## config.mk

```make
export PLATFORM = sky130hd
export DESIGN_NAME = acs_sequencer
export DESIGN_NICKNAME = d
export VERILOG_FILES = /design/src/hw/acs_pkg.sv /design/src/hw/acs_sequencer.sv /design/src/hw/acs_tad_gen.sv
export SDC_FILE = /design/constraint.sdc
export NUM_CORES = 1
export LEC_CHECK = 0
export ABC_AREA = 1
export BUFFER_PORTS_ARGS = -buffer_cell sky130_fd_sc_hd__buf_2
export CAP_MARGIN = 20
export CORE_UTILIZATION = 30
export CTS_CLUSTER_SIZE = 14
export DETAILED_ROUTE_END_ITERATION = 6
export PLACE_DENSITY = 0.53
export SLEW_MARGIN = 25
export SYNTH_ARGS = -nofsm -noshare
export SYNTH_HDL_FRONTEND = slang
export SYNTH_SLANG_ARGS = --single-unit
```

## constraint.sdc

```tcl
create_clock -name aclk -period 3.1 [get_ports aclk]
set_clock_uncertainty 0.2 [all_clocks]
set_input_delay 0.31 -clock aclk [delete_from_list [all_inputs] [get_ports aclk]]
set_output_delay 0.31 -clock aclk [all_outputs]
set_load 0.05 [all_outputs]
```

## src/hw/acs_pkg.sv

```systemverilog
// Behaviour
// RQ1 - analog-configured port pins read as low
// RQ2 - zero acquisition delays start one instruction cycle
// RQ3 - setting 010 samples four bit periods first
// RQ4 - clearing start flag aborts conversion at once
// RQ5 - abort leaves result registers unchanged; code still loads them when the abort write lands in the same cycle as conv_end
// RQ6 - two bit periods wait, then acquisition resumes
// RQ7 - software enables converter before requesting conversion
// RQ8 - compare mode 1011 trigger sets start flag
// RQ9 - every trigger clears the timer counter
// RQ10 - disabled converter ignores triggers, timer still cleared
// RQ11 - calibration conversion stores offset, later results subtract
// RQ12 - software recalibrates after reset or condition change
// RQ13 - sleep conversion needs internal RC clock
// RQ14 - software clears idle and clock selects first
// RQ15 - slow power-managed clock: choose RC source
// RQ16 - keep clock source until conversion ends
// RQ17 - conversion lasts eleven bit periods
// RQ18 - completion loads result, clears start, sets done
// RQ19 - nonzero setting samples programmed periods then converts
// RQ20 - bit period from divided clock or RC clock
package acs_pkg;
  // ------------------------------------------------------------
  // register byte offsets
  // ------------------------------------------------------------
  localparam logic [7:0] ADDR_RESULT_HIGH = 8'h00;
  localparam logic [7:0] ADDR_RESULT_LOW  = 8'h04;
  localparam logic [7:0] ADDR_CONTROL0    = 8'h08;
  localparam logic [7:0] ADDR_CONTROL1    = 8'h0C;
  localparam logic [7:0] ADDR_CONTROL2    = 8'h10;
  localparam logic [7:0] ADDR_STATUS      = 8'h14;
  localparam logic [7:0] ADDR_PORT        = 8'h18;
  localparam logic [7:0] ADDR_COMPARE     = 8'h1C;
  // ------------------------------------------------------------
  // field positions
  // ------------------------------------------------------------
  localparam int BIT_CAL      = 7;
  localparam int BIT_START    = 1;
  localparam int BIT_ON       = 0;
  localparam int BIT_JUSTIFY  = 7;
  localparam int BIT_DONE     = 0;
  localparam int CHS_LSB      = 2;
  localparam int ACQ_LSB      = 3;
  // ------------------------------------------------------------
  // reset values and codes
  // ------------------------------------------------------------
  localparam logic [7:0] CONTROL_RESET  = 8'h00;
  localparam logic [3:0] PCFG_RESET     = 4'h0;
  localparam logic [3:0] MODE_SPECIAL   = 4'hB;
  localparam logic [2:0] ACQ_NONE       = 3'h0;
  localparam logic [1:0] RESP_OKAY      = 2'h0;
  localparam logic [1:0] RESP_SLVERR    = 2'h2;
  // ------------------------------------------------------------
  // timing
  // ------------------------------------------------------------
  localparam int CONV_PERIODS   = 11;
  localparam int POST_WAIT      = 2;
  localparam int INSTR_CYCLES   = 4;
  localparam int DIV_WIDTH      = 7;
  typedef enum logic [2:0] {
    ACS_SAMPLE, ACS_DELAY, ACS_ACQ, ACS_CONV, ACS_WAIT
  } acs_state_t;
  // acquisition periods per code
  function automatic logic [4:0] acq_periods(input logic [2:0] sel);
    logic [4:0] r;
    r = 5'h00;
    unique case (sel)
      3'h0: r = 5'h00;
      3'h1: r = 5'h02;
      3'h2: r = 5'h04;
      3'h3: r = 5'h06;
      3'h4: r = 5'h08;
      3'h5: r = 5'h0C;
      3'h6: r = 5'h10;
      3'h7: r = 5'h14;
    endcase
    return r;
  endfunction
endpackage

```

## src/hw/acs_sequencer.sv

```systemverilog
`timescale 1ns/1ps
`default_nettype none
// converter sequencer with AXI4-Lite register slave
module acs_sequencer #(
  parameter int NPINS = 13
) (
  // clock and reset
  input  wire logic              aclk,
  input  wire logic              aresetn,
  // write address channel
  input  wire logic [7:0]        s_axi_awaddr,
  input  wire logic              s_axi_awvalid,
  output logic                   s_axi_awready,
  // write data channel
  input  wire logic [31:0]       s_axi_wdata,
  input  wire logic [3:0]        s_axi_wstrb,
  input  wire logic              s_axi_wvalid,
  output logic                   s_axi_wready,
  // write response channel
  output logic [1:0]             s_axi_bresp,
  output logic                   s_axi_bvalid,
  input  wire logic              s_axi_bready,
  // read address channel
  input  wire logic [7:0]        s_axi_araddr,
  input  wire logic              s_axi_arvalid,
  output logic                   s_axi_arready,
  // read data channel
  output logic [31:0]            s_axi_rdata,
  output logic [1:0]             s_axi_rresp,
  output logic                   s_axi_rvalid,
  input  wire logic              s_axi_rready,
  // converter analog front end
  input  wire logic              rc_clk_tick,
  input  wire logic [9:0]        sar_value,
  input  wire logic [NPINS-1:0]  port_pins,
  output logic                   sample_enable,
  output logic                   cal_sample,
  output logic [3:0]             channel_select,
  // compare trigger and timer
  input  wire logic              special_trigger,
  output logic                   timer_clear,
  // status
  output logic                   conversion_done_flag
);
  // ------------------------------------------------------------
  // registers
  // ------------------------------------------------------------
  logic [7:0]        result_high;
  logic [7:0]        result_low;
  logic              calibrate_request;
  logic              start_flag;
  logic              converter_on;
  logic [1:0]        ref_cfg;
  logic [3:0]        port_analog_cfg;
  logic              result_justify;
  logic [2:0]        acquisition_time_sel;
  logic [2:0]        conversion_clock_sel;
  logic [3:0]        compare_mode_field;
  logic [9:0]        offset;
  logic              cal_run;
  logic [3:0]        chs_reg;
  // ------------------------------------------------------------
  // pin synchronisers
  // ------------------------------------------------------------
  logic [NPINS-1:0]  pins_s1;
  logic [NPINS-1:0]  pins_s2;
  logic [2:0]        trig_s;
  logic [1:0]        rc_s;
  logic              rc_prev;
  logic              trig_evt;
  logic              rc_evt;

  // two-stage synchronisers
  always_ff @(posedge aclk) begin
    if (!aresetn) begin
      pins_s1 <= '0;
      pins_s2 <= '0;
      trig_s  <= '0;
      rc_s    <= '0;
      rc_prev <= 1'b0;
    end else begin
      pins_s1 <= port_pins;
      pins_s2 <= pins_s1;
      trig_s  <= {trig_s[1:0], special_trigger};
      rc_s    <= {rc_s[0], rc_clk_tick};
      rc_prev <= rc_s[1];
    end
  end
  assign trig_evt = trig_s[1] && !trig_s[2];
  assign rc_evt   = rc_s[1] && !rc_prev;

  // ------------------------------------------------------------
  // bus handshake
  // ------------------------------------------------------------
  logic              aw_held;
  logic              w_held;
  logic [7:0]        aw_addr;
  logic [31:0]       w_data;
  logic [3:0]        w_strb;
  logic              do_write;
  logic              do_read;

  assign s_axi_awready = !aw_held && !s_axi_bvalid;
  assign s_axi_wready  = !w_held && !s_axi_bvalid;
  assign s_axi_arready = !s_axi_rvalid;
  assign do_write      = aw_held && w_held && !s_axi_bvalid;
  assign do_read       = s_axi_arvalid && s_axi_arready;

  // capture address and data in either order
  always_ff @(posedge aclk) begin
    if (!aresetn) begin
      aw_held <= 1'b0;
      w_held  <= 1'b0;
      aw_addr <= '0;
      w_data  <= '0;
      w_strb  <= '0;
    end else begin
      if (s_axi_awvalid && s_axi_awready) begin
        aw_held <= 1'b1;
        aw_addr <= s_axi_awaddr;
      end else if (do_write) begin
        aw_held <= 1'b0;
      end
      if (s_axi_wvalid && s_axi_wready) begin
        w_held <= 1'b1;
        w_data <= s_axi_wdata;
        w_strb <= s_axi_wstrb;
      end else if (do_write) begin
        w_held <= 1'b0;
      end
    end
  end

  // write response
  always_ff @(posedge aclk) begin
    if (!aresetn) begin
      s_axi_bvalid <= 1'b0;
      s_axi_bresp  <= acs_pkg::RESP_OKAY;
    end else if (do_write) begin
      s_axi_bvalid <= 1'b1;
      s_axi_bresp  <= (aw_addr > acs_pkg::ADDR_COMPARE || aw_addr[1:0] != 2'h0)
                      ? acs_pkg::RESP_SLVERR : acs_pkg::RESP_OKAY;
    end else if (s_axi_bready) begin
      s_axi_bvalid <= 1'b0;
    end
  end

  logic wr_c0;
  logic wr_byte;
  assign wr_byte = do_write && w_strb[0];
  assign wr_c0   = wr_byte && aw_addr == acs_pkg::ADDR_CONTROL0;

  // ------------------------------------------------------------
  // sequencer
  // ------------------------------------------------------------
  acs_pkg::acs_state_t state;
  logic [4:0]        tad_count;
  logic [1:0]        instr_count;
  logic              tad_tick;
  logic              sw_abort;
  logic              trig_start;
  logic              conv_end;
  logic              start_req;
  logic [9:0]        corrected;

  assign trig_start = trig_evt && converter_on &&
                      compare_mode_field == acs_pkg::MODE_SPECIAL; // RQ8 RQ10
  assign sw_abort   = wr_c0 && !w_data[acs_pkg::BIT_START] &&
                      state != acs_pkg::ACS_SAMPLE && state != acs_pkg::ACS_WAIT;
  assign conv_end   = state == acs_pkg::ACS_CONV && tad_tick &&
                      tad_count == 5'(acs_pkg::CONV_PERIODS - 1);
  assign start_req  = start_flag && converter_on;
  assign corrected  = (sar_value > offset) ? sar_value - offset : 10'h000; // RQ11

  acs_tad_gen u_tad (
    .aclk                 (aclk),
    .aresetn              (aresetn),
    .run                  (state != acs_pkg::ACS_SAMPLE && state != acs_pkg::ACS_DELAY),
    .conversion_clock_sel (conversion_clock_sel),
    .rc_tick              (rc_evt),
    .tad_tick             (tad_tick)
  );

  // state machine
  always_ff @(posedge aclk) begin
    if (!aresetn || !converter_on) begin
      state       <= acs_pkg::ACS_SAMPLE;
      tad_count   <= '0;
      instr_count <= '0;
    end else if (sw_abort) begin
      state     <= acs_pkg::ACS_WAIT; // RQ4
      tad_count <= '0;
    end else begin
      unique case (state)
        acs_pkg::ACS_SAMPLE: begin
          tad_count   <= '0;
          instr_count <= '0;
          if (start_req) begin
            if (acquisition_time_sel == acs_pkg::ACQ_NONE)
              state <= acs_pkg::ACS_DELAY; // RQ2
            else
              state <= acs_pkg::ACS_ACQ; // RQ3 RQ19
          end
        end
        acs_pkg::ACS_DELAY: begin
          instr_count <= instr_count + 2'h1;
          if (instr_count == 2'(acs_pkg::INSTR_CYCLES - 1))
            state <= acs_pkg::ACS_CONV; // RQ2
        end
        acs_pkg::ACS_ACQ: begin
          if (tad_tick) begin
            if (tad_count == acs_pkg::acq_periods(acquisition_time_sel) - 5'h01) begin
              state     <= acs_pkg::ACS_CONV; // RQ19
              tad_count <= '0;
            end else begin
              tad_count <= tad_count + 5'h01;
            end
          end
        end
        acs_pkg::ACS_CONV: begin
          if (tad_tick) begin
            if (conv_end) begin
              state     <= acs_pkg::ACS_WAIT; // RQ17
              tad_count <= '0;
            end else begin
              tad_count <= tad_count + 5'h01;
            end
          end
        end
        acs_pkg::ACS_WAIT: begin
          if (tad_tick) begin
            if (tad_count == 5'(acs_pkg::POST_WAIT - 1)) begin
              state     <= acs_pkg::ACS_SAMPLE; // RQ6
              tad_count <= '0;
            end else begin
              tad_count <= tad_count + 5'h01;
            end
          end
        end
      endcase
    end
  end

  // front-end controls
  assign sample_enable  = state == acs_pkg::ACS_SAMPLE || state == acs_pkg::ACS_ACQ ||
                          state == acs_pkg::ACS_DELAY; // RQ6
  assign cal_sample     = cal_run && state == acs_pkg::ACS_CONV; // RQ11
  assign channel_select = cal_run ? 4'h0 : chs_reg;
  assign timer_clear    = trig_evt; // RQ9 RQ10

  // control register zero with start flag
  always_ff @(posedge aclk) begin
    if (!aresetn) begin
      calibrate_request <= 1'b0;
      chs_reg           <= '0;
      start_flag        <= 1'b0;
      converter_on      <= 1'b0;
      cal_run           <= 1'b0;
    end else begin
      if (wr_c0) begin
        calibrate_request <= w_data[acs_pkg::BIT_CAL]; // RQ11
        chs_reg           <= w_data[acs_pkg::CHS_LSB +: 4];
        converter_on      <= w_data[acs_pkg::BIT_ON];
        // start only honoured once already enabled
        start_flag        <= w_data[acs_pkg::BIT_START] && converter_on;
      end
      if (state == acs_pkg::ACS_SAMPLE && start_req && calibrate_request) begin
        cal_run           <= 1'b1; // RQ11
        calibrate_request <= 1'b0;
      end
      if (conv_end || sw_abort) cal_run <= 1'b0;
      if (conv_end && !trig_start) start_flag <= 1'b0; // RQ18
      if (trig_start) start_flag <= 1'b1; // RQ8
    end
  end

  // other control registers
  always_ff @(posedge aclk) begin
    if (!aresetn) begin
      ref_cfg              <= '0;
      port_analog_cfg      <= acs_pkg::PCFG_RESET;
      result_justify       <= 1'b0;
      acquisition_time_sel <= '0;
      conversion_clock_sel <= '0;
      compare_mode_field   <= '0;
    end else if (wr_byte) begin
      if (aw_addr == acs_pkg::ADDR_CONTROL1) begin
        ref_cfg         <= w_data[5:4];
        port_analog_cfg <= w_data[3:0];
      end
      if (aw_addr == acs_pkg::ADDR_CONTROL2) begin
        result_justify       <= w_data[acs_pkg::BIT_JUSTIFY];
        acquisition_time_sel <= w_data[acs_pkg::ACQ_LSB +: 3];
        conversion_clock_sel <= w_data[2:0];
      end
      if (aw_addr == acs_pkg::ADDR_COMPARE) compare_mode_field <= w_data[3:0];
    end
  end

  // result pair, offset and done flag
  always_ff @(posedge aclk) begin
    if (!aresetn) begin
      result_high          <= '0;
      result_low           <= '0;
      offset               <= '0;
      conversion_done_flag <= 1'b0;
    end else begin
      if (wr_byte && aw_addr == acs_pkg::ADDR_RESULT_HIGH) result_high <= w_data[7:0];
      if (wr_byte && aw_addr == acs_pkg::ADDR_RESULT_LOW)  result_low  <= w_data[7:0];
      if (wr_byte && aw_addr == acs_pkg::ADDR_STATUS && w_data[acs_pkg::BIT_DONE])
        conversion_done_flag <= 1'b0;
      // an aborted conversion reaches here only when the abort write lands in the same cycle as conv_end
      if (conv_end) begin // RQ5
        conversion_done_flag <= 1'b1; // RQ18
        if (cal_run) begin
          offset <= sar_value; // RQ11
        end else if (result_justify) begin
          result_high <= {6'h00, corrected[9:8]}; // RQ18
          result_low  <= corrected[7:0];
        end else begin
          result_high <= corrected[9:2];
          result_low  <= {corrected[1:0], 6'h00};
        end
      end
    end
  end

  // ------------------------------------------------------------
  // read path
  // ------------------------------------------------------------
  logic [NPINS-1:0] analog_mask;
  always_comb begin
    analog_mask = '0;
    for (int i = 0; i < NPINS; i++)
      analog_mask[i] = i < 15 - int'(port_analog_cfg); // RQ1
  end

  always_ff @(posedge aclk) begin
    if (!aresetn) begin
      s_axi_rvalid <= 1'b0;
      s_axi_rdata  <= '0;
      s_axi_rresp  <= acs_pkg::RESP_OKAY;
    end else if (do_read) begin
      s_axi_rvalid <= 1'b1;
      s_axi_rresp  <= acs_pkg::RESP_OKAY;
      unique case (s_axi_araddr)
        acs_pkg::ADDR_RESULT_HIGH: s_axi_rdata <= {24'h0, result_high};
        acs_pkg::ADDR_RESULT_LOW:  s_axi_rdata <= {24'h0, result_low};
        acs_pkg::ADDR_CONTROL0:    s_axi_rdata <= {24'h0, calibrate_request, 1'b0, chs_reg,
                                                   start_flag, converter_on};
        acs_pkg::ADDR_CONTROL1:    s_axi_rdata <= {26'h0, ref_cfg, port_analog_cfg};
        acs_pkg::ADDR_CONTROL2:    s_axi_rdata <= {24'h0, result_justify, 1'b0,
                                                   acquisition_time_sel, conversion_clock_sel};
        acs_pkg::ADDR_STATUS:      s_axi_rdata <= {31'h0, conversion_done_flag};
        acs_pkg::ADDR_PORT:        s_axi_rdata <= 32'(pins_s2 & ~analog_mask); // RQ1
        acs_pkg::ADDR_COMPARE:     s_axi_rdata <= {28'h0, compare_mode_field};
        default: begin
          s_axi_rdata <= '0;
          s_axi_rresp <= acs_pkg::RESP_SLVERR;
        end
      endcase
    end else if (s_axi_rready) begin
      s_axi_rvalid <= 1'b0;
    end
  end
endmodule // acs_sequencer
`default_nettype wire

```

## src/hw/acs_tad_gen.sv

```systemverilog
`timescale 1ns/1ps
`default_nettype none
// bit-period tick generator
module acs_tad_gen #(
  parameter int DIV_W = acs_pkg::DIV_WIDTH
) (
  // clock and reset
  input  wire logic       aclk,
  input  wire logic       aresetn,
  // control
  input  wire logic       run,
  input  wire logic [2:0] conversion_clock_sel,
  input  wire logic       rc_tick,
  // tick output
  output logic            tad_tick
);
  logic [DIV_W-1:0] count;
  logic [DIV_W-1:0] ratio;
  logic             use_rc;

  // divider ratio per select code
  always_comb begin
    use_rc = (conversion_clock_sel[1:0] == 2'h3);
    unique case (conversion_clock_sel)
      3'h0: ratio = 7'h02;
      3'h4: ratio = 7'h04;
      3'h1: ratio = 7'h08;
      3'h5: ratio = 7'h10;
      3'h2: ratio = 7'h20;
      3'h6: ratio = 7'h40;
      default: ratio = 7'h02;
    endcase
  end

  // oscillator divider or RC clock tick
  always_ff @(posedge aclk) begin
    if (!aresetn || !run) begin
      count    <= '0;
      tad_tick <= 1'b0;
    end else if (use_rc) begin
      count    <= '0;
      tad_tick <= rc_tick; // RQ20
    end else if (count == ratio - 7'h01) begin
      count    <= '0;
      tad_tick <= 1'b1; // RQ20
    end else begin
      count    <= count + 7'h01;
      tad_tick <= 1'b0;
    end
  end
endmodule // acs_tad_gen
`default_nettype wire

```

* Word level (Yosys, flattened, before mapping)
Memories as Yosys holds them, arrays and structs flattened. A register that Yosys moved wholly into a read port is not among the register bits. Index checks and enable logic that the tools add are counted.
Storage, ports and cells: bits of input ports 84, logic and storage cells 236, memories kept 1, bits in read-only memories 32, register bits 159
Memories:
- (name not given) | depth 8, width 4, rd ports 1, clocked after Yosys merged registers in 1, write ports 0, line acs_pkg.sv:67 | unique case (sel)
Operators by class: add/subtract/negate cells 7, magnitude comparators 15, multiplexer cells 53, eq/ne operators 47, bitwise gates (word level) 4, reductions and logical operators 73
Operators by type and width (count):
- case mux 32 bit (8 select lines) | 1
- two-way mux 8 bit | 8
- equality test 8 x 5 -> 1 bit, second input constant | 7
- two-way mux 5 bit | 10
- case mux 7 bit (5 select lines) | 1
- two-way mux 3 bit | 11
- AND 13 x 32 -> 32 bit | 1
- equality test 8 x 4 -> 1 bit, second input constant | 4
- inverter 13 -> 32 bit | 1
- logical AND 1 bit | 29
- less-than comparator 5 bit, first input constant | 5
- less-than comparator 4 x 5 -> 1 bit, first input constant | 4
- case mux 5 bit (4 select lines) | 1
- != test 3 bit, second input constant | 6
- equality test 8 x 3 -> 1 bit, second input constant | 2
- logical NOT 8 bit | 2
- AND reduction 8 bit | 2
- case mux 3 bit (5 select lines) | 1
- two-way mux 1 bit | 14
- nonzero test 2 bit | 7
- equality test 3 bit, second input constant | 4
- logical NOT 1 bit | 11
- > comparator 10 bit | 1
- less-than comparator 3 x 5 -> 1 bit, first input constant | 2
- 36 further kinds | 64

* Longest topological paths before layout
Gate-level depths: netlist of run 1.
depth after elaboration 15, depth in mapped cells 13

* Modules after synthesis
From an unflattened synthesis of run 1, not the netlist that was laid out.
Second synthesis, totals: cell total of the unflattened synthesis 1045, area total of the unflattened synthesis 7293.2 µm²
By module, submodules not included:
- acs_sequencer | instances 1, area an instance 6742.7 µm², cells an instance 964
- acs_tad_gen | instances 1, area an instance 550.5 µm², cells an instance 81

* Worst setup path after synthesis of run 1
No wires, ideal clock.
path kind reg2reg, from register s_axi_bvalid, to register w_data[6], path buffers 1, period minus slack after synthesis 2337 ps, stages on the path, launching flop included 6, arrival 2021 ps, path slack 763 ps, setup time 116 ps, path through dfxtp_1 > nor2_1 > nand2_1 > clkbuf_1 > o21ai_0 > nor2_1
On the way: word-level cells in the longest chain between the ends 3
Ends and longest elaborated chain:
- start: declaration | line acs_sequencer.sv:21 | output logic s_axi_bvalid,
- start signal: assignment | line acs_sequencer.sv:137 | s_axi_bvalid <= 1'b0;
- start signal: assignment | line acs_sequencer.sv:140 | s_axi_bvalid <= 1'b1;
- start signal: assignment | line acs_sequencer.sv:144 | s_axi_bvalid <= 1'b0;
- logical NOT 1 bit | line acs_sequencer.sv:104 | assign s_axi_wready = !w_held && !s_axi_bvalid;
- logical AND 1 bit | line acs_sequencer.sv:104
- via s_axi_wready | line acs_sequencer.sv:18 | output logic s_axi_wready,
- logical AND 1 bit | line acs_sequencer.sv:124 | if (s_axi_wvalid && s_axi_wready) begin
- end signal: assignment | line acs_sequencer.sv:126 | w_data <= s_axi_wdata;
- end: declaration | line acs_sequencer.sv:98 | logic [31:0] w_data;
The timed path passes the listed nets, and every way through them passes these cells. A chain may end at the register's enable or synchronous reset.

* Worst setup path after layout of run 1
from input port sar_value[0], to register result_high[4]
On the way: word-level cells in the longest chain between the ends 5, elaborated cells between the ends (all ways) 6
Ends and longest elaborated chain:
- start: declaration | line acs_sequencer.sv:34 | input wire logic [9:0] sar_value,
- subtractor 10 bit / > comparator 10 bit (equally long branches) | line acs_sequencer.sv:173 | assign corrected = (sar_value > offset) ? sar_value - offset : 10'h000;
- two-way mux 10 bit * | line acs_sequencer.sv:173
- two-way mux 8 bit * | line acs_sequencer.sv:317 | end else if (result_justify) begin
- two-way mux 8 bit * | line acs_sequencer.sv:315 | if (cal_run) begin
- two-way mux 8 bit * | line acs_sequencer.sv:313 | if (conv_end) begin
- end signal: assignment | line acs_sequencer.sv:308 | if (wr_byte && aw_addr == acs_pkg::ADDR_RESULT_HIGH) result_high <= w_data[7:0];
- end signal: assignment | line acs_sequencer.sv:318 | result_high <= {6'h00, corrected[9:8]};
- end signal: assignment | line acs_sequencer.sv:321 | result_high <= corrected[9:2];
- end: declaration | line acs_sequencer.sv:48 | logic [7:0] result_high;
Mark *: on every way between the ends. The rest lies on a longest branch, timed or not.

==> results of run 1 <==
## kinds of logic (layout without fill, tap and decap cells)
| group | Yosys count | count (layout) | synth area share |
|---|---|---|---|
| compound gates | 178 | 178 | 0.134 |
| xor+xnor | 16 | 16 | 0.0193 |
| flops | 142 | 142 | 0.391 |
| mux | 1 | 1 | 0.00138 |
| buf+inv | 204 | 309 | 0.124 |
| fa+ha+maj | 17 | 17 | 0.0303 |
| other cells | 1 | 21 | 0.000516 |
| simple gates | 494 | 494 | 0.299 |
## metal layers
metal	global-route usage	routed length, um	up-vias	part of all wire
li1	-	-	3509	-
met1	0.207	8990	2924	0.48
met2	0.255	8630	121	0.46
met3	0.0252	607	27	0.033
met4	0.0656	418	0	0.022
met5	0	0	-	0
## report_power, final
group          total, mW  switching, mW  leakage, nW  internal (mW)
registers           1.91         0.0326         1.16           1.87
clock network       2.22          0.908        0.315           1.31
logic              0.424          0.291         2.67          0.133
## how the worst min path moves through the flow
stage | start | endpoint | slack, ns | cells past startpoint
global placement | trig_s[0] | trig_s[1] | 0.19 | 2
finish | s_axi_awaddr[4] | aw_addr[4] | 0.007 | 3
detailed placement | trig_s[0] | trig_s[1] | 0.20 | 2
floorplan | pins_s1[0] | pins_s2[0] | 0.19 | 2
CTS | s_axi_awaddr[3] | aw_addr[3] | 0.003 | 3
global route | aresetn | trig_s[2] | 0.01 | 3
## tightest hold or removal path, stage by stage
cell	delay (ns)
buf_2	0.07
o21ai_0	0.09
a21oi_1	0.11
## final cells by class
type | count | area [um^2]
Tap cell | 319 | 399
Sequential cell | 142 | 2840
Multi-Input combinational cell | 727 | 3590
Inverter | 156 | 586
Clock inverter | 15 | 215
Timing Repair Buffer | 121 | 798
Clock buffer | 17 | 425
Fill cell | 2553 | 14800
## stage by stage
stage	std cells	hold WS, ns	total power, mW
2_1_floorplan	1073	0.190	2.24
3_3_place_gp	1430	0.193	2.34
3_5_place_dp	1430	0.201	2.34
4_1_cts	1497	0.00323	4.60
5_1_grt	1497	0.0138	4.74
6_report	1497	0.00713	4.55
## cells in the final DEF (no fill, tap or decap), types with 4 or more instances in the layout
cell / instances
nor2_1: 107
xnor2_1: 5
o211ai_1: 9
nand2_2: 11
a21oi_1: 82
ha_1: 16
clkbuf_16: 17
dlygate4sd3_1: 35
nor2_4: 6
nor2_2: 17
nand4_1: 5
o21ai_0: 70
nand3_1: 69
nand2_1: 256
o211ai_2: 4
inv_6: 4
dfxtp_1: 142
nand3_2: 7
inv_2: 8
conb_1: 21
xor2_1: 11
buf_2: 84
inv_8: 5
o21ai_1: 4
nand3b_1: 6
inv_1: 145
==> impl_metrics.env, run 1 <==
export IMPL_drive_gt1_frac=0.149
export IMPL_fp_coreArea_um2=23600
export IMPL_wl_per_cell_um=12.5
export IMPL_ctsLongestPathBuffers=2
export IMPL_routabilityCongestion=0.833
export IMPL_final_setup_tns_ns=0
export IMPL_synth_top_cell_area_share=0.391
export IMPL_areaGrowthSynthToFinish_pct=22.0
export IMPL_synthTopCellsByArea="dfxtp_1, nand2_1, inv_1"
export IMPL_ctsResizeCount=0
export IMPL_yosys_area_top_type="dfxtp_1"
export IMPL_yosys_warnings=0
export IMPL_power_density_nw_per_um2=513
export IMPL_critical_path_depth=15
export IMPL_outcome="finished clean"
export IMPL_cts_inserted_buffers=17
export IMPL_clkSinkCount=142
export IMPL_crit_family="buffers and inverters"
export IMPL_finalInstanceArea_um2=8860
export IMPL_die_y_um=158
export IMPL_cp_required_ns=3.26
export IMPL_worst_slew_pin_slew_ns=0.844
export IMPL_crit_path_start="sar_value[0]"
export IMPL_drv_slew=0
export IMPL_setup_viol=0
export IMPL_grt_pass1_wl_um=30300
export IMPL_root_buffer="clkbuf_16"
export IMPL_synthFlopType="dfxtp_1"
export IMPL_crit_type="in -> reg"
export IMPL_async_flop_share=0
export IMPL_crit_path_end_kind="register"
export IMPL_synth_edf_count=0
export IMPL_cts_tree="done"
export IMPL_port_buffers=84
export IMPL_synthesis_area_um2=7260
export IMPL_cpMostUsedCell="nand2_1"
export IMPL_synth_top_cells_by_count="nand2_1, inv_1, dfxtp_1, nor2_1, a21oi_1"
export IMPL_post_synth_cell_area_avg_um2=6.90
export IMPL_post_place_ws_ns=0.846
export IMPL_drc=0
export IMPL_finalHoldViolCount=0
export IMPL_yosysMostFrequentCell="nand2_1"
export IMPL_dieArea_um2=24800
export IMPL_slew_headroom=0.436
export IMPL_place_area_um2=7870
export IMPL_crit_buf_inv=4
export IMPL_clk_transition_reported_paths_ns=0.06
export IMPL_io_pins=133
export IMPL_critical_path_max_fanout=4
export IMPL_grt_overflow_total=0
export IMPL_die_w_um=158
export IMPL_worst_r2r_setup_slack_ns=0.93
export IMPL_period_minus_slack_ns=2.38
export IMPL_vias=6581
export IMPL_rr_endpoint="result_low[6]"
export IMPL_path_cells="dlygate4sd3_1, buf_2, inv_1, ha_1, inv_1, fa_1, nand2_1, nand3_1, nand3_1, nand2_1, nand2_1, nand2_1, nor2_1, nand2_1, a21oi_1"
export IMPL_worst_ep_arrival_time_ns=2.54
export IMPL_critPathLaunchType="input port"
export IMPL_start_util=0.308
export IMPL_wirelength_um=18700
export IMPL_leakagePower_nw=4.14
export IMPL_nets=1266
export IMPL_grt_pass1_vias=6043
export IMPL_ant_nets=0
export IMPL_critPathSlowestCell="dlygate4sd3_1"
export IMPL_num_antenna_cells=0
export IMPL_irDropWorstVdd_mv=0.294
export IMPL_ys_seq_elements=142
export IMPL_rsz0062_at_grt="no"
export IMPL_crit_end="result_high[4]"
export IMPL_rr_startpoint="tad_count[0]"
export IMPL_hold_path_class="in -> reg"
export IMPL_holdBufCountCts=35
export IMPL_grt_max_degree=86
export IMPL_maxCapViolCount=0
export IMPL_yosysSeqAreaShare=0.391
export IMPL_firstDrtPassIters=5
export IMPL_fin_util=0.375
export IMPL_cp_slowest_stage_delay_ns=0.53
export IMPL_ys_types=45
export IMPL_htreeDepth=4
export IMPL_fmax_ghz=0.420
export IMPL_hpwl_um=13800
export IMPL_grt_usage=0.157
export IMPL_reg_largest_list="pins_s1 (13), pins_s2 (13), s_axi_rdata (13)"
export IMPL_cts_setup_buffers=0
export IMPL_clock_latency_ns=0.43
export IMPL_synthCells=1053
export IMPL_antenna_found_initial=0
export IMPL_reg2regPathDepth=11
export IMPL_setup_ws_ns=0.716
export IMPL_initialDrtViolationCount=333
export IMPL_min_period_over_period=0.769
export IMPL_viasPerCell=4.40
export IMPL_rows=56
No activity file was read; power rests on OpenSTA's default activity.
==> run 2, diff against run 1 <==
Settings changed: PLACE_DENSITY 0.53 to 0.55.
Clock period 3.1 ns to 2.07 ns, I/O delays scaled along.
==> run 2 against run 1 <==
  * Via count up 2.2%
  * Critical path type is now reg -> out
  * Worst setup slack worse by 0.63 ns
  * Flip-flop and latch count unchanged
  * First-iteration DRC count up 9.6%
  * Wire length up 2.5%
  * Largest cell class unchanged
  * Critical path depth down 12
  * Sequential share of layout area down 1.4 points
  * Clock power up 39%
  * Largest power group unchanged
  * Total power up 46%
  * Non-clock buffer count up 36
  * Combinational power up 64%
  * Global-route usage up 0.37 points
==> impl_metrics.env, run 2 (synthesis results as in run 1) <==
export IMPL_outcome="finished clean"
export IMPL_drv_slew=0
export IMPL_slew_headroom=0.634
export IMPL_die_w_um=158
export IMPL_fmax_ghz=0.505
export IMPL_final_common_cell="nand2_1"
export IMPL_firstDrtPassIters=6
export IMPL_port_buffers=84
export IMPL_reg2regPathDepth=11
export IMPL_finalInstanceArea_um2=9270
export IMPL_vias=6724
export IMPL_rr_endpoint="result_high[0]"
export IMPL_min_period_over_period=0.957
export IMPL_critical_path_max_fanout=5
export IMPL_ctsLongestPathBuffers=2
export IMPL_areaGrowthSynthToFinish_pct=27.6
export IMPL_leakagePower_nw=4.31
export IMPL_start_util=0.308
export IMPL_crit_end="channel_select[3]"
export IMPL_multiInputGateArea_um2=3730
export IMPL_power_density_nw_per_um2=716
export IMPL_drive_gt1_frac=0.182
export IMPL_maxCapViolCount=0
export IMPL_io_pins=133
export IMPL_ant_nets=0
export IMPL_antenna_found_initial=0
export IMPL_cts_tree="done"
export IMPL_seq_area_um2=2840
export IMPL_crit_path_start="cal_run"
export IMPL_setup_ws_ns=0.0895
export IMPL_wirelength_um=19100
export IMPL_dieArea_um2=24800
export IMPL_worst_slew_pin_slew_ns=0.545
export IMPL_crit_path_end_kind="output pin"
export IMPL_irDropWorstVdd_mv=0.476
export IMPL_htreeDepth=4
export IMPL_rr_startpoint="offset[0]"
export IMPL_fillers=2478
export IMPL_reg_largest_list="pins_s1 (13), pins_s2 (13), s_axi_rdata (13)"
export IMPL_cp_required_ns=1.66
export IMPL_clkSinkCount=142
export IMPL_fp_coreArea_um2=23600
export IMPL_drc=0
export IMPL_wl_per_cell_um=12.5
export IMPL_viasPerCell=4.39
export IMPL_power_mw=6.64
export IMPL_cts_inserted_buffers=17
export IMPL_grt_max_degree=76
export IMPL_hold_path_class="in -> reg"
export IMPL_place_area_um2=8050
export IMPL_grt_pass1_wl_um=31000
export IMPL_initialDrtViolationCount=365
export IMPL_grt_pass1_vias=6278
export IMPL_hpwl_um=14200
export IMPL_nets=1302
export IMPL_final_setup_tns_ns=0
export IMPL_die_y_um=158
export IMPL_grt_usage=0.161
export IMPL_critPathLaunchType="register"
export IMPL_root_buffer="clkbuf_16"
export IMPL_grt_overflow_total=0
export IMPL_setup_viol=0
export IMPL_post_place_ws_ns=0.0354
export IMPL_final_cell_mix="nand2_1, inv_1, dfxtp_1"
export IMPL_finalHoldViolCount=0
export IMPL_clock_latency_ns=0.43
export IMPL_rsz0062_at_grt="yes"
export IMPL_worst_ep_arrival_time_ns=1.57
export IMPL_num_antenna_cells=0
export IMPL_crit_type="reg -> out"
export IMPL_rows=56
export IMPL_clk_transition_reported_paths_ns=0.07
export IMPL_period_minus_slack_ns=1.98
export IMPL_routabilityCongestion=0.837
export IMPL_worst_r2r_setup_slack_ns=0.16
==> run 2: critical path, cell delays in order (launching register included) <==
cell	delay (ns)
dfxtp_1	0.41
buf_4	0.21
nor2_1	0.21
buf_2	0.31
==> run 2: timing repair <==
action                                  in CTS  in global routing
hold endpoints to repair                    45                  0
gates resized for setup                      0                 28
buffers inserted                             0                  0
hold buffers                                48                  0
endpoints found under the setup margin       0                 24
==> run 2: final cells by class <==
cell class | instances | share of cell area
clock buffers | 17 | 0.0459
inverters | 156 | 0.0631
repair buffers | 157 | 0.119
well taps | 319 | 0.0430
clock inverters | 15 | 0.0204
flip-flops and latches | 142 | 0.307
multi-input cells | 727 | 0.402
==> run 2: per-layer routing <==
layer / wire [um] / track usage / vias up / share of wire
met1: 9190 / 0.209 / 2982 / 0.48
met3: 564 / 0.0235 / 27 / 0.030
li1: - / - / 3580 / -
met2: 8990 / 0.266 / 135 / 0.47
met4: 374 / 0.0661 / 0 / 0.020
met5: 0 / 0 / - / 0
==> run 2: report_power, final <==
group	internal (mW)	leakage [nW]	switching, mW
clock network	1.64	0.298	1.44
logic	0.239	2.85	0.458
registers	2.80	1.16	0.0482
total	4.68	4.31	1.95
==> run 2: worst min-delay path by stage <==
stage            endpoint  depth (start not counted)    startpoint  slack, ns
2_1_floorplan  pins_s1[0]                          2  port_pins[0]       0.10
3_3_place_gp   pins_s1[9]                          3  port_pins[9]       0.19
3_5_place_dp   pins_s1[6]                          3  port_pins[6]       0.19
4_1_cts         w_strb[0]                          4  s_axi_wvalid       0.02
5_1_grt         trig_s[2]                          4       aresetn       0.06
6_report        w_strb[0]                          4  s_axi_wvalid       0.04
==> run 2: per-stage QoR <==
step,util,cells,hold WS [ns]
after CTS,0.387,1533,0.0202
after global placement,0.341,1453,0.193
after detailed placement,0.341,1453,0.192
final,0.393,1533,0.0443
after floorplan,-,1073,0.105
after global routing,0.393,1533,0.0559
==> run 3, diff against run 2 <==
Settings changed: PLACE_DENSITY 0.55 to 0.53.
Clock period 2.07 ns to 2 ns, I/O delays scaled along.
==> run 3 against run 2 <==
  * Utilization is 1.1 points higher
  * Highest routed layer unchanged
  * Hold slack worse by 0.0048 ns
  * Via count is 1.7% higher
  * Wire length is 2.0% higher
  * Critical path type is now in -> reg
  * Clock power is 6.8% higher
  * Sequential share of layout area is 0.83 points lower
  * Cell area is 2.9% higher
==> impl_metrics.env, run 3 (synthesis results as in run 1) <==
export IMPL_areaGrowthSynthToFinish_pct=31.3
export IMPL_cts_inserted_buffers=17
export IMPL_grt_pass1_vias=6221
export IMPL_worst_ep_arrival_time_ns=2.08
export IMPL_crit_buf_inv=3
export IMPL_final_cell_mix="nand2_1, inv_1, dfxtp_1"
export IMPL_cp_required_ns=2.16
export IMPL_p_sw_frac=0.301
export IMPL_rr_startpoint="offset[0]"
export IMPL_antenna_found_initial=0
export IMPL_crit_path_start="sar_value[4]"
export IMPL_fillers=2528
export IMPL_initialDrtViolationCount=337
export IMPL_worst_r2r_setup_slack_ns=0.10
export IMPL_crit_family="buffers and inverters"
export IMPL_reg_largest_list="pins_s1 (13), pins_s2 (13), s_axi_rdata (13)"
export IMPL_die_w_um=158
export IMPL_port_buffers=84
export IMPL_viasPerCell=4.42
export IMPL_fmax_ghz=0.523
export IMPL_firstDrtPassIters=5
export IMPL_clkSinkCount=142
export IMPL_hold_path_class="in -> reg"
export IMPL_leakagePower_nw=4.43
export IMPL_wl_per_cell_um=12.6
export IMPL_drc=0
export IMPL_maxCapViolCount=0
export IMPL_irDropWorstVdd_mv=0.381
export IMPL_period_minus_slack_ns=1.91
export IMPL_p_switching_mw=2.11
export IMPL_die_y_um=158
export IMPL_num_antenna_cells=0
export IMPL_grt_pass1_wl_um=31100
export IMPL_min_period_over_period=0.956
export IMPL_ctsLongestPathBuffers=2
export IMPL_clock_latency_ns=0.44
export IMPL_nets=1318
export IMPL_critical_path_depth=12
export IMPL_vias=6841
export IMPL_power_mw=7.00
export IMPL_finalHoldViolCount=0
export IMPL_dieArea_um2=24800
export IMPL_hpwl_um=14300
export IMPL_seq_power_share=0.422
export IMPL_comb_power_share=0.108
export IMPL_cts_tree="done"
export IMPL_io_pins=133
export IMPL_rows=56
export IMPL_final_common_cell="nand2_1"
export IMPL_critPathLaunchType="input port"
export IMPL_setup_viol=0
export IMPL_reg2regPathDepth=11
export IMPL_power_density_nw_per_um2=734
export IMPL_drv_slew=0
export IMPL_crit_path_end_kind="register"
export IMPL_grt_usage=0.162
export IMPL_ant_nets=0
export IMPL_p_int_mw=4.89
export IMPL_fp_coreArea_um2=23600
export IMPL_wirelength_um=19500
export IMPL_critPathSlowestCell="dlygate4sd3_1"
export IMPL_htreeDepth=4
export IMPL_outcome="finished clean"
export IMPL_root_buffer="clkbuf_16"
export IMPL_path_cells="dlygate4sd3_1, buf_2, ha_4, nand2_1, nor2_1, nand3_2, nand3_4, buf_6, nand3_1, nand2_1, nand3_1, nor2_1"
export IMPL_grt_overflow_total=0
export IMPL_start_util=0.308
export IMPL_routabilityCongestion=0.825
export IMPL_grt_max_degree=42
export IMPL_rsz0062_at_grt="yes"
export IMPL_critical_path_max_fanout=4
export IMPL_drive_gt1_frac=0.207
export IMPL_rr_endpoint="result_high[1]"
export IMPL_p_clk_frac=0.471
export IMPL_clk_transition_reported_paths_ns=0.07
export IMPL_crit_type="in -> reg"
export IMPL_hold_slack_ns=0.0394
export IMPL_cp_slowest_stage_delay_ns=0.54
export IMPL_crit_end="result_high[0]"
[run 3: metal layers]
metal,global-route usage,part of all wire
met5,0,0
met4,0.0592,0.016
met3,0.0266,0.034
met2,0.274,0.48
met1,0.208,0.47
[run 3: through the flow]
| stage | utilization | std cells | worst slack, ns | instance area [um^2] | TNS, ns |
|---|---|---|---|---|---|
| finish | 0.404 | 1549 | 0.0871 | 9540 | 0 |
| floorplan | - | 1073 | -0.0511 | 7350 | -0.0511 |
| detailed placement | 0.345 | 1465 | 0.00101 | 8160 | 0 |
| global placement | 0.345 | 1465 | 0.0219 | 8160 | 0 |
| global route | 0.404 | 1549 | -0.0322 | 9540 | -0.148 |
| CTS | 0.393 | 1546 | 0.00403 | 9290 | 0 |
[run 3: worst reg2reg max path, stage by stage, from the launching register on]
cell      delay, ns
dfxtp_2        0.33
ha_1           0.15
inv_1          0.06
fa_2           0.35
buf_4          0.14
nand3_2        0.08
nand3_4        0.10
buf_6          0.14
nand3b_1       0.07
nand2_1        0.06
nand2_1        0.07
nor2_1         0.04
[run 3: layout make-up]
cell class	count	area [um^2]	share of cell area
timing repair buffer	172	1240	0.130
tap	319	399	0.0418
clock inverter	15	216	0.0227
inverter	156	589	0.0618
sequential	142	2850	0.298
multi-input combinational	728	3820	0.400
clock buffer	17	425	0.0446
[run 3: worst min-delay path by stage]
stage                          startpoint    endpoint  cells after the start
final                             aresetn     rc_prev                      4
after global placement    special_trigger   trig_s[0]                      3
after global routing              aresetn     rc_s[0]                      4
after floorplan              port_pins[0]  pins_s1[0]                      2
after detailed placement      rc_clk_tick     rc_s[0]                      3
after CTS                         aresetn     rc_prev                      4
[run 3: repair_timing]
| item | CTS | global route |
|---|---|---|
| gates resized for setup | 0 | 55 |
| endpoints found under the hold margin | 46 | 0 |
| setup buffers | 0 | 2 |
| endpoints found under the setup margin | 0 | 33 |
| hold buffers | 49 | 0 |
[run 3: power by group through the flow]
| stage | clock, mW | sequential, mW | combinational (mW) |
|---|---|---|---|
| floorplan | 0 | 3.03 | 0.447 |
| global placement | 0 | 3.02 | 0.630 |
| detailed placement | 0 | 3.02 | 0.633 |
| CTS | 3.37 | 2.95 | 0.711 |
| global route | 3.48 | 2.96 | 0.829 |
| finish | 3.30 | 2.95 | 0.753 |
